## config.mk

```make
export PLATFORM = sky130hd
export DESIGN_NAME = lcdc_regs
export DESIGN_NICKNAME = d
export VERILOG_FILES = /design/src/lcdc_pkg.sv /design/src/lcdc_map.sv /design/src/lcdc_scan.sv /design/src/lcdc_regs.sv
export VERILOG_INCLUDE_DIRS = /design/src
export SDC_FILE = /design/constraint.sdc
export NUM_CORES = 1
export LEC_CHECK = 0
export ABC_AREA = 1
export BUFFER_PORTS_ARGS = -buffer_cell sky130_fd_sc_hd__buf_2
export CAP_MARGIN = 20
export CORE_MARGIN = 2
export CORE_UTILIZATION = 42
export CTS_CLUSTER_SIZE = 30
export DETAILED_ROUTE_END_ITERATION = 6
export GPL_TIMING_DRIVEN = 0
export PLACE_DENSITY_LB_ADDON = 0.05
export SETUP_SLACK_MARGIN = 0.1
export SLEW_MARGIN = 25
export SYNTH_ARGS = -nofsm -noshare
export SYNTH_HDL_FRONTEND = slang
export SYNTH_SLANG_ARGS = --single-unit
```

## constraint.sdc

```tcl
create_clock -name clk_sys -period 3.15 [get_ports clk_sys]
set_input_delay 0.1575 -clock clk_sys [delete_from_list [all_inputs] [get_ports clk_sys]]
set_output_delay 0.1575 -clock clk_sys [all_outputs]
set_load 0.02 [all_outputs]
```

## src/lcdc_defines.svh

```systemverilog
`ifndef LCDC_DEFINES_SVH
`define LCDC_DEFINES_SVH
// ----------------------------------------
// register codes (d7..d4 on write, read address on read)
// ----------------------------------------
`define LCDC_OFS_ROW_LO   4'h2
`define LCDC_OFS_ROW_HI   4'h3
`define LCDC_OFS_START_LO 4'h4
`define LCDC_OFS_START_HI 4'h5
`define LCDC_OFS_ALT_LO   4'h6
`define LCDC_OFS_ALT_HI   4'h7
`define LCDC_OFS_DISP1    4'h8
`define LCDC_OFS_DISP2    4'h9
// ----------------------------------------
// reset values
// ----------------------------------------
`define LCDC_RST_NIB      4'h0
`define LCDC_RST_LINE     6'h00
// ----------------------------------------
// field positions
// ----------------------------------------
`define LCDC_B_DISP_ON    0
`define LCDC_B_ALL_ON     1
`define LCDC_B_SEG_ON     2
`define LCDC_B_SHIFT      3
`define LCDC_B_IR         0
`define LCDC_B_ER         1
`define LCDC_B_REF        0
`define LCDC_B_SWAP       1
`define LCDC_B_LINE_ALTERNATION_ENABLE       2
`define LCDC_B_REV        3
// ----------------------------------------
// address limits
// ----------------------------------------
`define LCDC_ROW_ICON     7'h40
`define LCDC_COL_LAST     4'hf
`endif

```

## src/lcdc_pkg.sv

```systemverilog
package lcdc_pkg;
	typedef logic [3:0] lcdc_nib_t;
	typedef logic [5:0] lcdc_line_t;
	typedef logic [6:0] lcdc_row_t;
	typedef logic [7:0] lcdc_byte_t;

	function automatic lcdc_byte_t lcdc_rev8(input lcdc_byte_t b);
		lcdc_byte_t r;
		r = '0;
		for (int i = 0; i < 8; i++) begin
			r[i] = b[7-i];
		end
		return r;
	endfunction
endpackage

```

## src/lcdc_map.sv

```systemverilog
`include "lcdc_defines.svh"
module lcdc_map (
	// write path
	input  wire lcdc_pkg::lcdc_byte_t din,
	input  wire lcdc_pkg::lcdc_nib_t  col,
	input  wire lcdc_pkg::lcdc_row_t  row,
	input  wire logic                 mirror,
	input  wire logic                 swap,
	output lcdc_pkg::lcdc_byte_t      wdata,
	output lcdc_pkg::lcdc_nib_t       col_int,
	output logic                      icon_sel,
	// dot path
	input  wire logic                 pix,
	input  wire logic                 seg_pix,
	input  wire logic                 disp_on,
	input  wire logic                 all_on,
	input  wire logic                 invert,
	input  wire logic                 seg_on,
	output logic                      dot,
	output logic                      seg
);
	import lcdc_pkg::*;
	logic rev_bits;
	assign icon_sel = row >= `LCDC_ROW_ICON;
	assign col_int  = mirror ? `LCDC_COL_LAST - col : col;
	// icon rows keep bit order; mirror and swap each flip graphic bytes once
	assign rev_bits = !icon_sel && (mirror ^ swap);
	assign wdata    = rev_bits ? lcdc_rev8(din) : din;
	// all-on wins over inversion
	assign dot      = disp_on && (all_on || (pix ^ invert));
	// disabled segments sit at ground level
	assign seg      = seg_on && seg_pix;
endmodule // lcdc_map

```

## src/lcdc_scan.sv

```systemverilog
`include "lcdc_defines.svh"
module lcdc_scan #(
	parameter int LINES = 64
) (
	input  wire logic                 clk_sys,
	input  wire logic                 rst_n,
	input  wire logic                 line_tick,
	input  wire lcdc_pkg::lcdc_line_t start,
	input  wire logic                 dir,
	input  wire logic                 line_alternation_enable,
	input  wire lcdc_pkg::lcdc_line_t ncode,
	output lcdc_pkg::lcdc_line_t      com_r,
	output lcdc_pkg::lcdc_line_t      line_r,
	output logic                      alt_r
);
	import lcdc_pkg::*;
	lcdc_line_t step_r;
	lcdc_line_t cnt_r;
	logic       last;
	// step wrap and direction math assume a 64-line panel
	if (LINES != 64) begin : g_lines_chk
		$error("scan needs 64 lines");
	end
	assign last = step_r == 6'(LINES - 1);
	always_ff @(posedge clk_sys or negedge rst_n) begin
		if (!rst_n) begin
			step_r <= `LCDC_RST_LINE;
		end else if (line_tick) begin
			step_r <= last ? `LCDC_RST_LINE : step_r + 6'h01;
		end
	end
	// memory line and common index follow the step one clock later
	always_ff @(posedge clk_sys or negedge rst_n) begin
		if (!rst_n) begin
			com_r  <= `LCDC_RST_LINE;
			line_r <= `LCDC_RST_LINE;
		end else begin
			com_r  <= dir ? 6'(LINES - 1) - step_r : step_r;
			line_r <= start + step_r;
		end
	end
	// code zero is undefined; it simply toggles every line here
	always_ff @(posedge clk_sys or negedge rst_n) begin
		if (!rst_n) begin
			cnt_r <= `LCDC_RST_LINE;
			alt_r <= 1'b0;
		end else if (line_tick) begin
			if (line_alternation_enable) begin
				cnt_r <= (cnt_r >= ncode) ? `LCDC_RST_LINE : cnt_r + 6'h01;
				alt_r <= (cnt_r >= ncode) ? !alt_r : alt_r;
			end else begin
				cnt_r <= `LCDC_RST_LINE;
				alt_r <= last ? !alt_r : alt_r;
			end
		end
	end
endmodule // lcdc_scan

```

## src/lcdc_regs.sv

```systemverilog
// Behaviour
// - row address kept as 4+3 bit fields
// - rows 40h-42h select icon segment memory
// - high row field reads at 3h, d3 ignored
// - start line shown on first common output
// - following commons show incremented lines, mod 64
// - start fields read at 5h/4h, reset zero
// - alternation code k gives k+1 lines
// - line count used only when enabled
// - disabled: polarity reverses once per frame
// - display on bit, reads 8h, reset zero
// - all-on lights every dot, beats inversion
// - segments off drive ground level
// - scan direction bit reverses common order
// - mirror maps column to 0fh minus column
// - swap reverses graphic write bit order, unless mirror is also set
// - polarity bit selects which memory level lights
// - second control register reads 9h, reset zero
`include "lcdc_defines.svh"
module lcdc_regs (
	// clock and reset
	input  wire logic                 clk_sys,
	input  wire logic                 rst_n,
	// host port
	input  wire logic                 chip_sel_n,
	input  wire logic                 cmd_data_sel,
	input  wire logic                 ext_page_sel,
	input  wire logic                 wr_stb,
	input  wire logic                 rd_stb,
	input  wire lcdc_pkg::lcdc_byte_t host_din,
	output lcdc_pkg::lcdc_byte_t      host_dout_r,
	output logic                      host_dout_oe_r,
	// display memory write path
	input  wire lcdc_pkg::lcdc_nib_t  host_col,
	output logic                      mem_wr_r,
	output lcdc_pkg::lcdc_row_t       mem_row_r,
	output lcdc_pkg::lcdc_nib_t       mem_col_r,
	output lcdc_pkg::lcdc_byte_t      mem_wdata_r,
	output logic                      mem_icon_r,
	// scan and drive
	input  wire logic                 line_tick,
	input  wire logic                 pix_in,
	input  wire logic                 seg_pix_in,
	output lcdc_pkg::lcdc_line_t      com_index_r,
	output lcdc_pkg::lcdc_line_t      mem_line_r,
	output logic                      alt_polarity_r,
	output logic                      dot_on_r,
	output logic                      seg_out_r,
	// segment supply selects
	output logic                      int_ratio_sel_r,
	output logic                      ext_level_sel_r
);
	import lcdc_pkg::*;

	// ----------------------------------------
	// host decode
	// ----------------------------------------
	logic      sel;
	logic      reg_wr;
	logic      ram_wr;
	logic      reg_rd;
	lcdc_nib_t code;
	lcdc_nib_t val;
	assign sel    = !chip_sel_n;
	assign reg_wr = sel && cmd_data_sel && wr_stb;
	assign ram_wr = sel && !cmd_data_sel && wr_stb;
	assign reg_rd = sel && cmd_data_sel && rd_stb;
	assign code   = host_din[7:4];
	assign val    = host_din[3:0];

	// ----------------------------------------
	// register storage
	// ----------------------------------------
	lcdc_nib_t  row_lo_r;
	logic [2:0] row_hi_r;
	lcdc_nib_t  start_lo_r;
	logic [1:0] start_hi_r;
	lcdc_nib_t  alt_lo_r;
	logic [1:0] alt_hi_r;
	lcdc_nib_t  disp1_r;
	logic [1:0] ext_r;
	lcdc_nib_t  disp2_r;
	lcdc_row_t  row;
	lcdc_line_t start_line_value;
	lcdc_line_t alternation_line_count;
	assign row                    = {row_hi_r, row_lo_r};
	assign start_line_value       = {start_hi_r, start_lo_r};
	assign alternation_line_count = {alt_hi_r, alt_lo_r};

	// low and high fields load separately; a row is only whole once both are in
	always_ff @(posedge clk_sys or negedge rst_n) begin
		if (!rst_n) begin
			row_lo_r <= `LCDC_RST_NIB;
			row_hi_r <= 3'h0;
		end else if (reg_wr && !ext_page_sel) begin
			if (code == `LCDC_OFS_ROW_LO) begin
				row_lo_r <= val;
			end
			if (code == `LCDC_OFS_ROW_HI) begin
				row_hi_r <= val[2:0];
			end
		end
	end

	always_ff @(posedge clk_sys or negedge rst_n) begin
		if (!rst_n) begin
			start_lo_r <= `LCDC_RST_NIB;
			start_hi_r <= 2'h0;
		end else if (reg_wr && !ext_page_sel) begin
			if (code == `LCDC_OFS_START_LO) begin
				start_lo_r <= val;
			end
			if (code == `LCDC_OFS_START_HI) begin
				start_hi_r <= val[1:0];
			end
		end
	end

	always_ff @(posedge clk_sys or negedge rst_n) begin
		if (!rst_n) begin
			alt_lo_r <= `LCDC_RST_NIB;
			alt_hi_r <= 2'h0;
		end else if (reg_wr && !ext_page_sel) begin
			if (code == `LCDC_OFS_ALT_LO) begin
				alt_lo_r <= val;
			end
			if (code == `LCDC_OFS_ALT_HI) begin
				alt_hi_r <= val[1:0];
			end
		end
	end

	// code 8h reaches two registers; the page bit picks one
	always_ff @(posedge clk_sys or negedge rst_n) begin
		if (!rst_n) begin
			disp1_r <= `LCDC_RST_NIB;
			ext_r   <= 2'h0;
			disp2_r <= `LCDC_RST_NIB;
		end else if (reg_wr) begin
			if (code == `LCDC_OFS_DISP1 && !ext_page_sel) begin
				disp1_r <= val;
			end
			if (code == `LCDC_OFS_DISP1 && ext_page_sel) begin
				ext_r <= val[1:0];
			end
			if (code == `LCDC_OFS_DISP2 && !ext_page_sel) begin
				disp2_r <= val;
			end
		end
	end

	// ----------------------------------------
	// read back
	// ----------------------------------------
	lcdc_nib_t rd_val;
	always_comb begin
		rd_val = `LCDC_RST_NIB;
		if (ext_page_sel) begin
			if (val == `LCDC_OFS_DISP1) begin
				rd_val = {2'h0, ext_r};
			end
		end else begin
			case (val)
				`LCDC_OFS_ROW_LO:   rd_val = row_lo_r;
				`LCDC_OFS_ROW_HI:   rd_val = {1'b0, row_hi_r};
				`LCDC_OFS_START_LO: rd_val = start_lo_r;
				`LCDC_OFS_START_HI: rd_val = {2'h0, start_hi_r};
				`LCDC_OFS_ALT_LO:   rd_val = alt_lo_r;
				`LCDC_OFS_ALT_HI:   rd_val = {2'h0, alt_hi_r};
				`LCDC_OFS_DISP1:    rd_val = disp1_r;
				`LCDC_OFS_DISP2:    rd_val = disp2_r;
				default:            rd_val = `LCDC_RST_NIB;
			endcase
		end
	end

	// the read address rides on d3..d0; data comes back one clock later
	always_ff @(posedge clk_sys or negedge rst_n) begin
		if (!rst_n) begin
			host_dout_r    <= 8'h00;
			host_dout_oe_r <= 1'b0;
		end else begin
			host_dout_oe_r <= reg_rd;
			if (reg_rd) begin
				host_dout_r <= {4'h0, rd_val};
			end
		end
	end

	// ----------------------------------------
	// memory write mapping and dot drive
	// ----------------------------------------
	lcdc_byte_t map_wdata;
	lcdc_nib_t  map_col;
	logic       map_icon;
	logic       map_dot;
	logic       map_seg;
	lcdc_map u_map (
		.din     (host_din),
		.col     (host_col),
		.row     (row),
		.mirror  (disp2_r[`LCDC_B_REF]),
		.swap    (disp2_r[`LCDC_B_SWAP]),
		.wdata   (map_wdata),
		.col_int (map_col),
		.icon_sel(map_icon),
		.pix     (pix_in),
		.seg_pix (seg_pix_in),
		.disp_on (disp1_r[`LCDC_B_DISP_ON]),
		.all_on  (disp1_r[`LCDC_B_ALL_ON]),
		.invert  (disp2_r[`LCDC_B_REV]),
		.seg_on  (disp1_r[`LCDC_B_SEG_ON]),
		.dot     (map_dot),
		.seg     (map_seg)
	);

	// row range beyond 42h is the host's problem; no clamp here
	always_ff @(posedge clk_sys or negedge rst_n) begin
		if (!rst_n) begin
			mem_wr_r    <= 1'b0;
			mem_row_r   <= 7'h00;
			mem_col_r   <= `LCDC_RST_NIB;
			mem_wdata_r <= 8'h00;
			mem_icon_r  <= 1'b0;
		end else begin
			mem_wr_r <= ram_wr;
			if (ram_wr) begin
				mem_row_r   <= row;
				mem_col_r   <= map_col;
				mem_wdata_r <= map_wdata;
				mem_icon_r  <= map_icon;
			end
		end
	end

	always_ff @(posedge clk_sys or negedge rst_n) begin
		if (!rst_n) begin
			dot_on_r        <= 1'b0;
			seg_out_r       <= 1'b0;
			int_ratio_sel_r <= 1'b0;
			ext_level_sel_r <= 1'b0;
		end else begin
			dot_on_r        <= map_dot;
			seg_out_r       <= map_seg;
			int_ratio_sel_r <= ext_r[`LCDC_B_IR];
			ext_level_sel_r <= ext_r[`LCDC_B_ER];
		end
	end

	// ----------------------------------------
	// common scan
	// ----------------------------------------
	lcdc_scan #(
		.LINES(64)
	) u_scan (
		.clk_sys  (clk_sys),
		.rst_n    (rst_n),
		.line_tick(line_tick),
		.start    (start_line_value),
		.dir      (disp1_r[`LCDC_B_SHIFT]),
		.line_alternation_enable     (disp2_r[`LCDC_B_LINE_ALTERNATION_ENABLE]),
		.ncode    (alternation_line_count),
		.com_r    (com_index_r),
		.line_r   (mem_line_r),
		.alt_r    (alt_polarity_r)
	);
endmodule // lcdc_regs

```

==> impl_metrics.json <==
{
  "worstSkewPairLatency_ns": 0.35,
  "tightest_slew_ns": 0.5343,
  "start_util_pct": 42.73,
  "grt_max_degree": 52,
  "root_buffer": "clkbuf_8",
  "fin_setup_tns_ns": 0,
  "ys_warn_count": 0,
  "post-cts-setup-buffers": 0,
  "ys_ff_latch": 84,
  "grt_pass1_wl_um": 15100,
  "grt-ovfl-total": 0,
  "critPathKind": "reg -> reg",
  "cp.required_ns": 3.39,
  "antenna_found_initial": 0,
  "chipWidth_um": 103.0,
  "fin_skew_ns": 0.01064,
  "post-route-min-period_ns": 1.552,
  "tritoncts": "done",
  "seq_area_frac_synth_pct": 51.03,
  "gp_congestion": 0.8700,
  "setup_viol": 0,
  "fp.dieH_um": 103.0,
  "clockBufferDepth": 2,
  "ant_nets": 0,
  "route.detailed.drc": 0,
  "drt_iter0_markers": 113,
  "cts_made_buffers": 9,
  "area_growth_pct": 17.95,
  "dpl-instance-area_um2": 4646,
  "cts_resized": 0,
  "first_pass_iters": 4,
  "fin_crit_sh_pct": 49.27,
  "synthMuxAreaShare_pct": 0,
  "portBuffers": 63,
  "startpoint_type": "flip-flop",
  "vdd_drop_max_v": 0.0002298,
  "fmax_ghz": 0.6443,
  "syn-cell-area_um2": 4119,
  "io_pins": 69,
  "critical_path_arrival_ns": 1.79,
  "power.density_nw_per_um2": 592.7,
  "synth_cell_types": 32,
  "track_usage_pct": 18.57,
  "wirelength_um": 9166,
  "die_area_um2": 10620,
  "whs_ns": 0.09028,
  "avgViaCountPerCell": 4.788,
  "slew_headroom_pct": 64.38,
  "final_cell_area_um2": 4858,
  "wl_per_cell_um": 13.32,
  "synthAdderAreaFrac_pct": 4.435,
  "syn_avg_cell_area_um2": 8.764,
  "leakage_nw": 2.528,
  "drive_gt1_share_pct": 19.82,
  "hp-class": "in -> reg",
  "rsz0062_at_grt": "no",
  "final_nets": 586,
  "path_clk_slew_ns": 0.09,
  "core_area_um2": 9639,
  "placementRows": 36,
  "synth-xor-area-share_pct": 4.891,
  "h-tree-depth": 3,
  "holdBufCountCts": 2,
  "cp-end-kind": "flip-flop",
  "synth_compound_area_share_pct": 8.171,
  "clock-sinks": 84,
  "antenna_cells": 0,
  "grt_pass1_vias": 3056,
  "run_status": "completed",
  "yosys.area_share.simple_pct": 25.61,
  "hpwl_um": 6788,
  "cap_violations": 0,
  "vias": 3294,
  "utilization_pct": 50.40,
  "finalHoldViolations": 0,
  "critPathMaxFanout": 5,
  "slew_viol_final": 0,
  "synth_top_family_by_area": "simple AND/OR/NAND/NOR gates",
  "syn_inst": 470
}
==> power breakdown <==
group          internal (W)  switching, W
clock network      0.000370      0.000398
logic              0.000264      0.000450
registers           0.00126      0.000137
==> metrics by stage <==
step | setup slack, ns | std cells | total power (W)
after floorplan | 1.728 | 473 | 0.001877
after global placement | 1.208 | 669 | 0.002121
after detailed placement | 1.619 | 670 | 0.002138
after CTS | 1.604 | 688 | 0.002909
after global routing | 1.507 | 688 | 0.003079
final | 1.598 | 688 | 0.002880
==> routing by layer <==
metal | track usage (%) | vias to the layer above | part of all wire, %
met5 | 0 | - | 0
met4 | 6.174 | 0 | 0.97
met3 | 2.915 | 9 | 3.8
met2 | 28.12 | 61 | 45
met1 | 27.25 | 1552 | 50
li1 | - | 1672 | -
==> cell usage after synthesis (all sizes together) <==
| cell | number | share of area, % |
|---|---|---|
| xnor2 | 8 | 1.7 |
| clkbuf | 2 | 0.18 |
| conb | 1 | 0.091 |
| buf | 10 | 1.7 |
| xor2 | 15 | 3.2 |
| nor2 | 35 | 4.3 |
| o21ai | 39 | 4.7 |
| nand3 | 47 | 6.4 |
| ha | 13 | 3.9 |
| a21oi | 24 | 2.9 |
| dfrtp | 84 | 51 |
| or2 | 1 | 0.15 |
| a31oi | 1 | 0.15 |
| nand3b | 2 | 0.67 |
| a21boi | 2 | 0.36 |
| fa | 1 | 0.49 |
| nand4 | 5 | 1.1 |
| inv | 43 | 3.9 |
| nand2 | 134 | 12 |
| nor3 | 3 | 0.76 |
==> cell families after synthesis <==
kind of cell | count (synthesis)
xor+xnor | 23
buf+inv | 55
fa+ha+maj | 14
simple gates | 227
flops | 84
compound gates | 66
other cells | 1
==> critical path, stage by stage, from the launching register on <==
cell     delay (ns)
dfrtp_1        0.46
ha_1           0.27
fa_1           0.41
nand3_1        0.10
nand2_1        0.06
xor2_1         0.14
==> placed cells by master (no fill, tap or decap), drive strengths merged, types with 2 or more instances in the layout <==
cell type | Yosys | final
nor2 | 35 | 35
xnor2 | 8 | 8
o21ai | 39 | 39
a21oi | 24 | 24
conb | 1 | 4
nand2 | 134 | 134
inv | 43 | 44
nand4 | 5 | 5
dlygate4sd3 | 0 | 2
dfrtp | 84 | 84
clkbuf | 2 | 13
nand3 | 47 | 47
clkinvlp | 0 | 3
ha | 13 | 13
nand3b | 2 | 2
xor2 | 15 | 15
nor3 | 3 | 3
a21boi | 2 | 2
buf | 10 | 74
==> worst paths after layout <==
kind	start	slack (ns)	end	depth (start not counted)
min in group asynchronous	rst_n	0.26	mem_wr_r$_DFF_PN0_	2
max in group asynchronous	rst_n	2.32	u_scan.line_r[5]$_DFF_PN0_	3
setup reg to reg	u_scan.step_r[0]$_DFFE_PN0P_	1.60	u_scan.line_r[4]$_DFF_PN0_	5
hold reg to reg	ext_r[1]$_DFFE_PN0P_	0.41	ext_level_sel_r$_DFF_PN0_	0
hold / removal	host_col[1]	0.09	mem_col_r[1]$_DFFE_PN0P_	3
setup / recovery	u_scan.step_r[0]$_DFFE_PN0P_	1.60	u_scan.line_r[4]$_DFF_PN0_	5
==> state kept, by name, summed over array words and instances, names as in the netlist, 2 cells and up <==
register	flops
host_dout_r	4
u_scan.cnt_r	6
ext_r	2
disp1_r	4
alt_lo_r	4
mem_col_r	4
row_lo_r	4
start_lo_r	4
u_scan.line_r	6
mem_row_r	7
disp2_r	4
alt_hi_r	2
u_scan.com_r	6
row_hi_r	3
start_hi_r	2
u_scan.step_r	6
mem_wdata_r	8
==> final cells by class <==
class,count,area [um2]
fill,972,4781
sequential,84,2102
multi-input combinational,334,1790
timing repair buffer,66,369.1
tap,133,166.4
inverter,43,161.4
clock buffer,11,131.4
buffer,12,76.32
clock inverter,5,61.31
No activity file was read; power rests on OpenSTA's default activity.
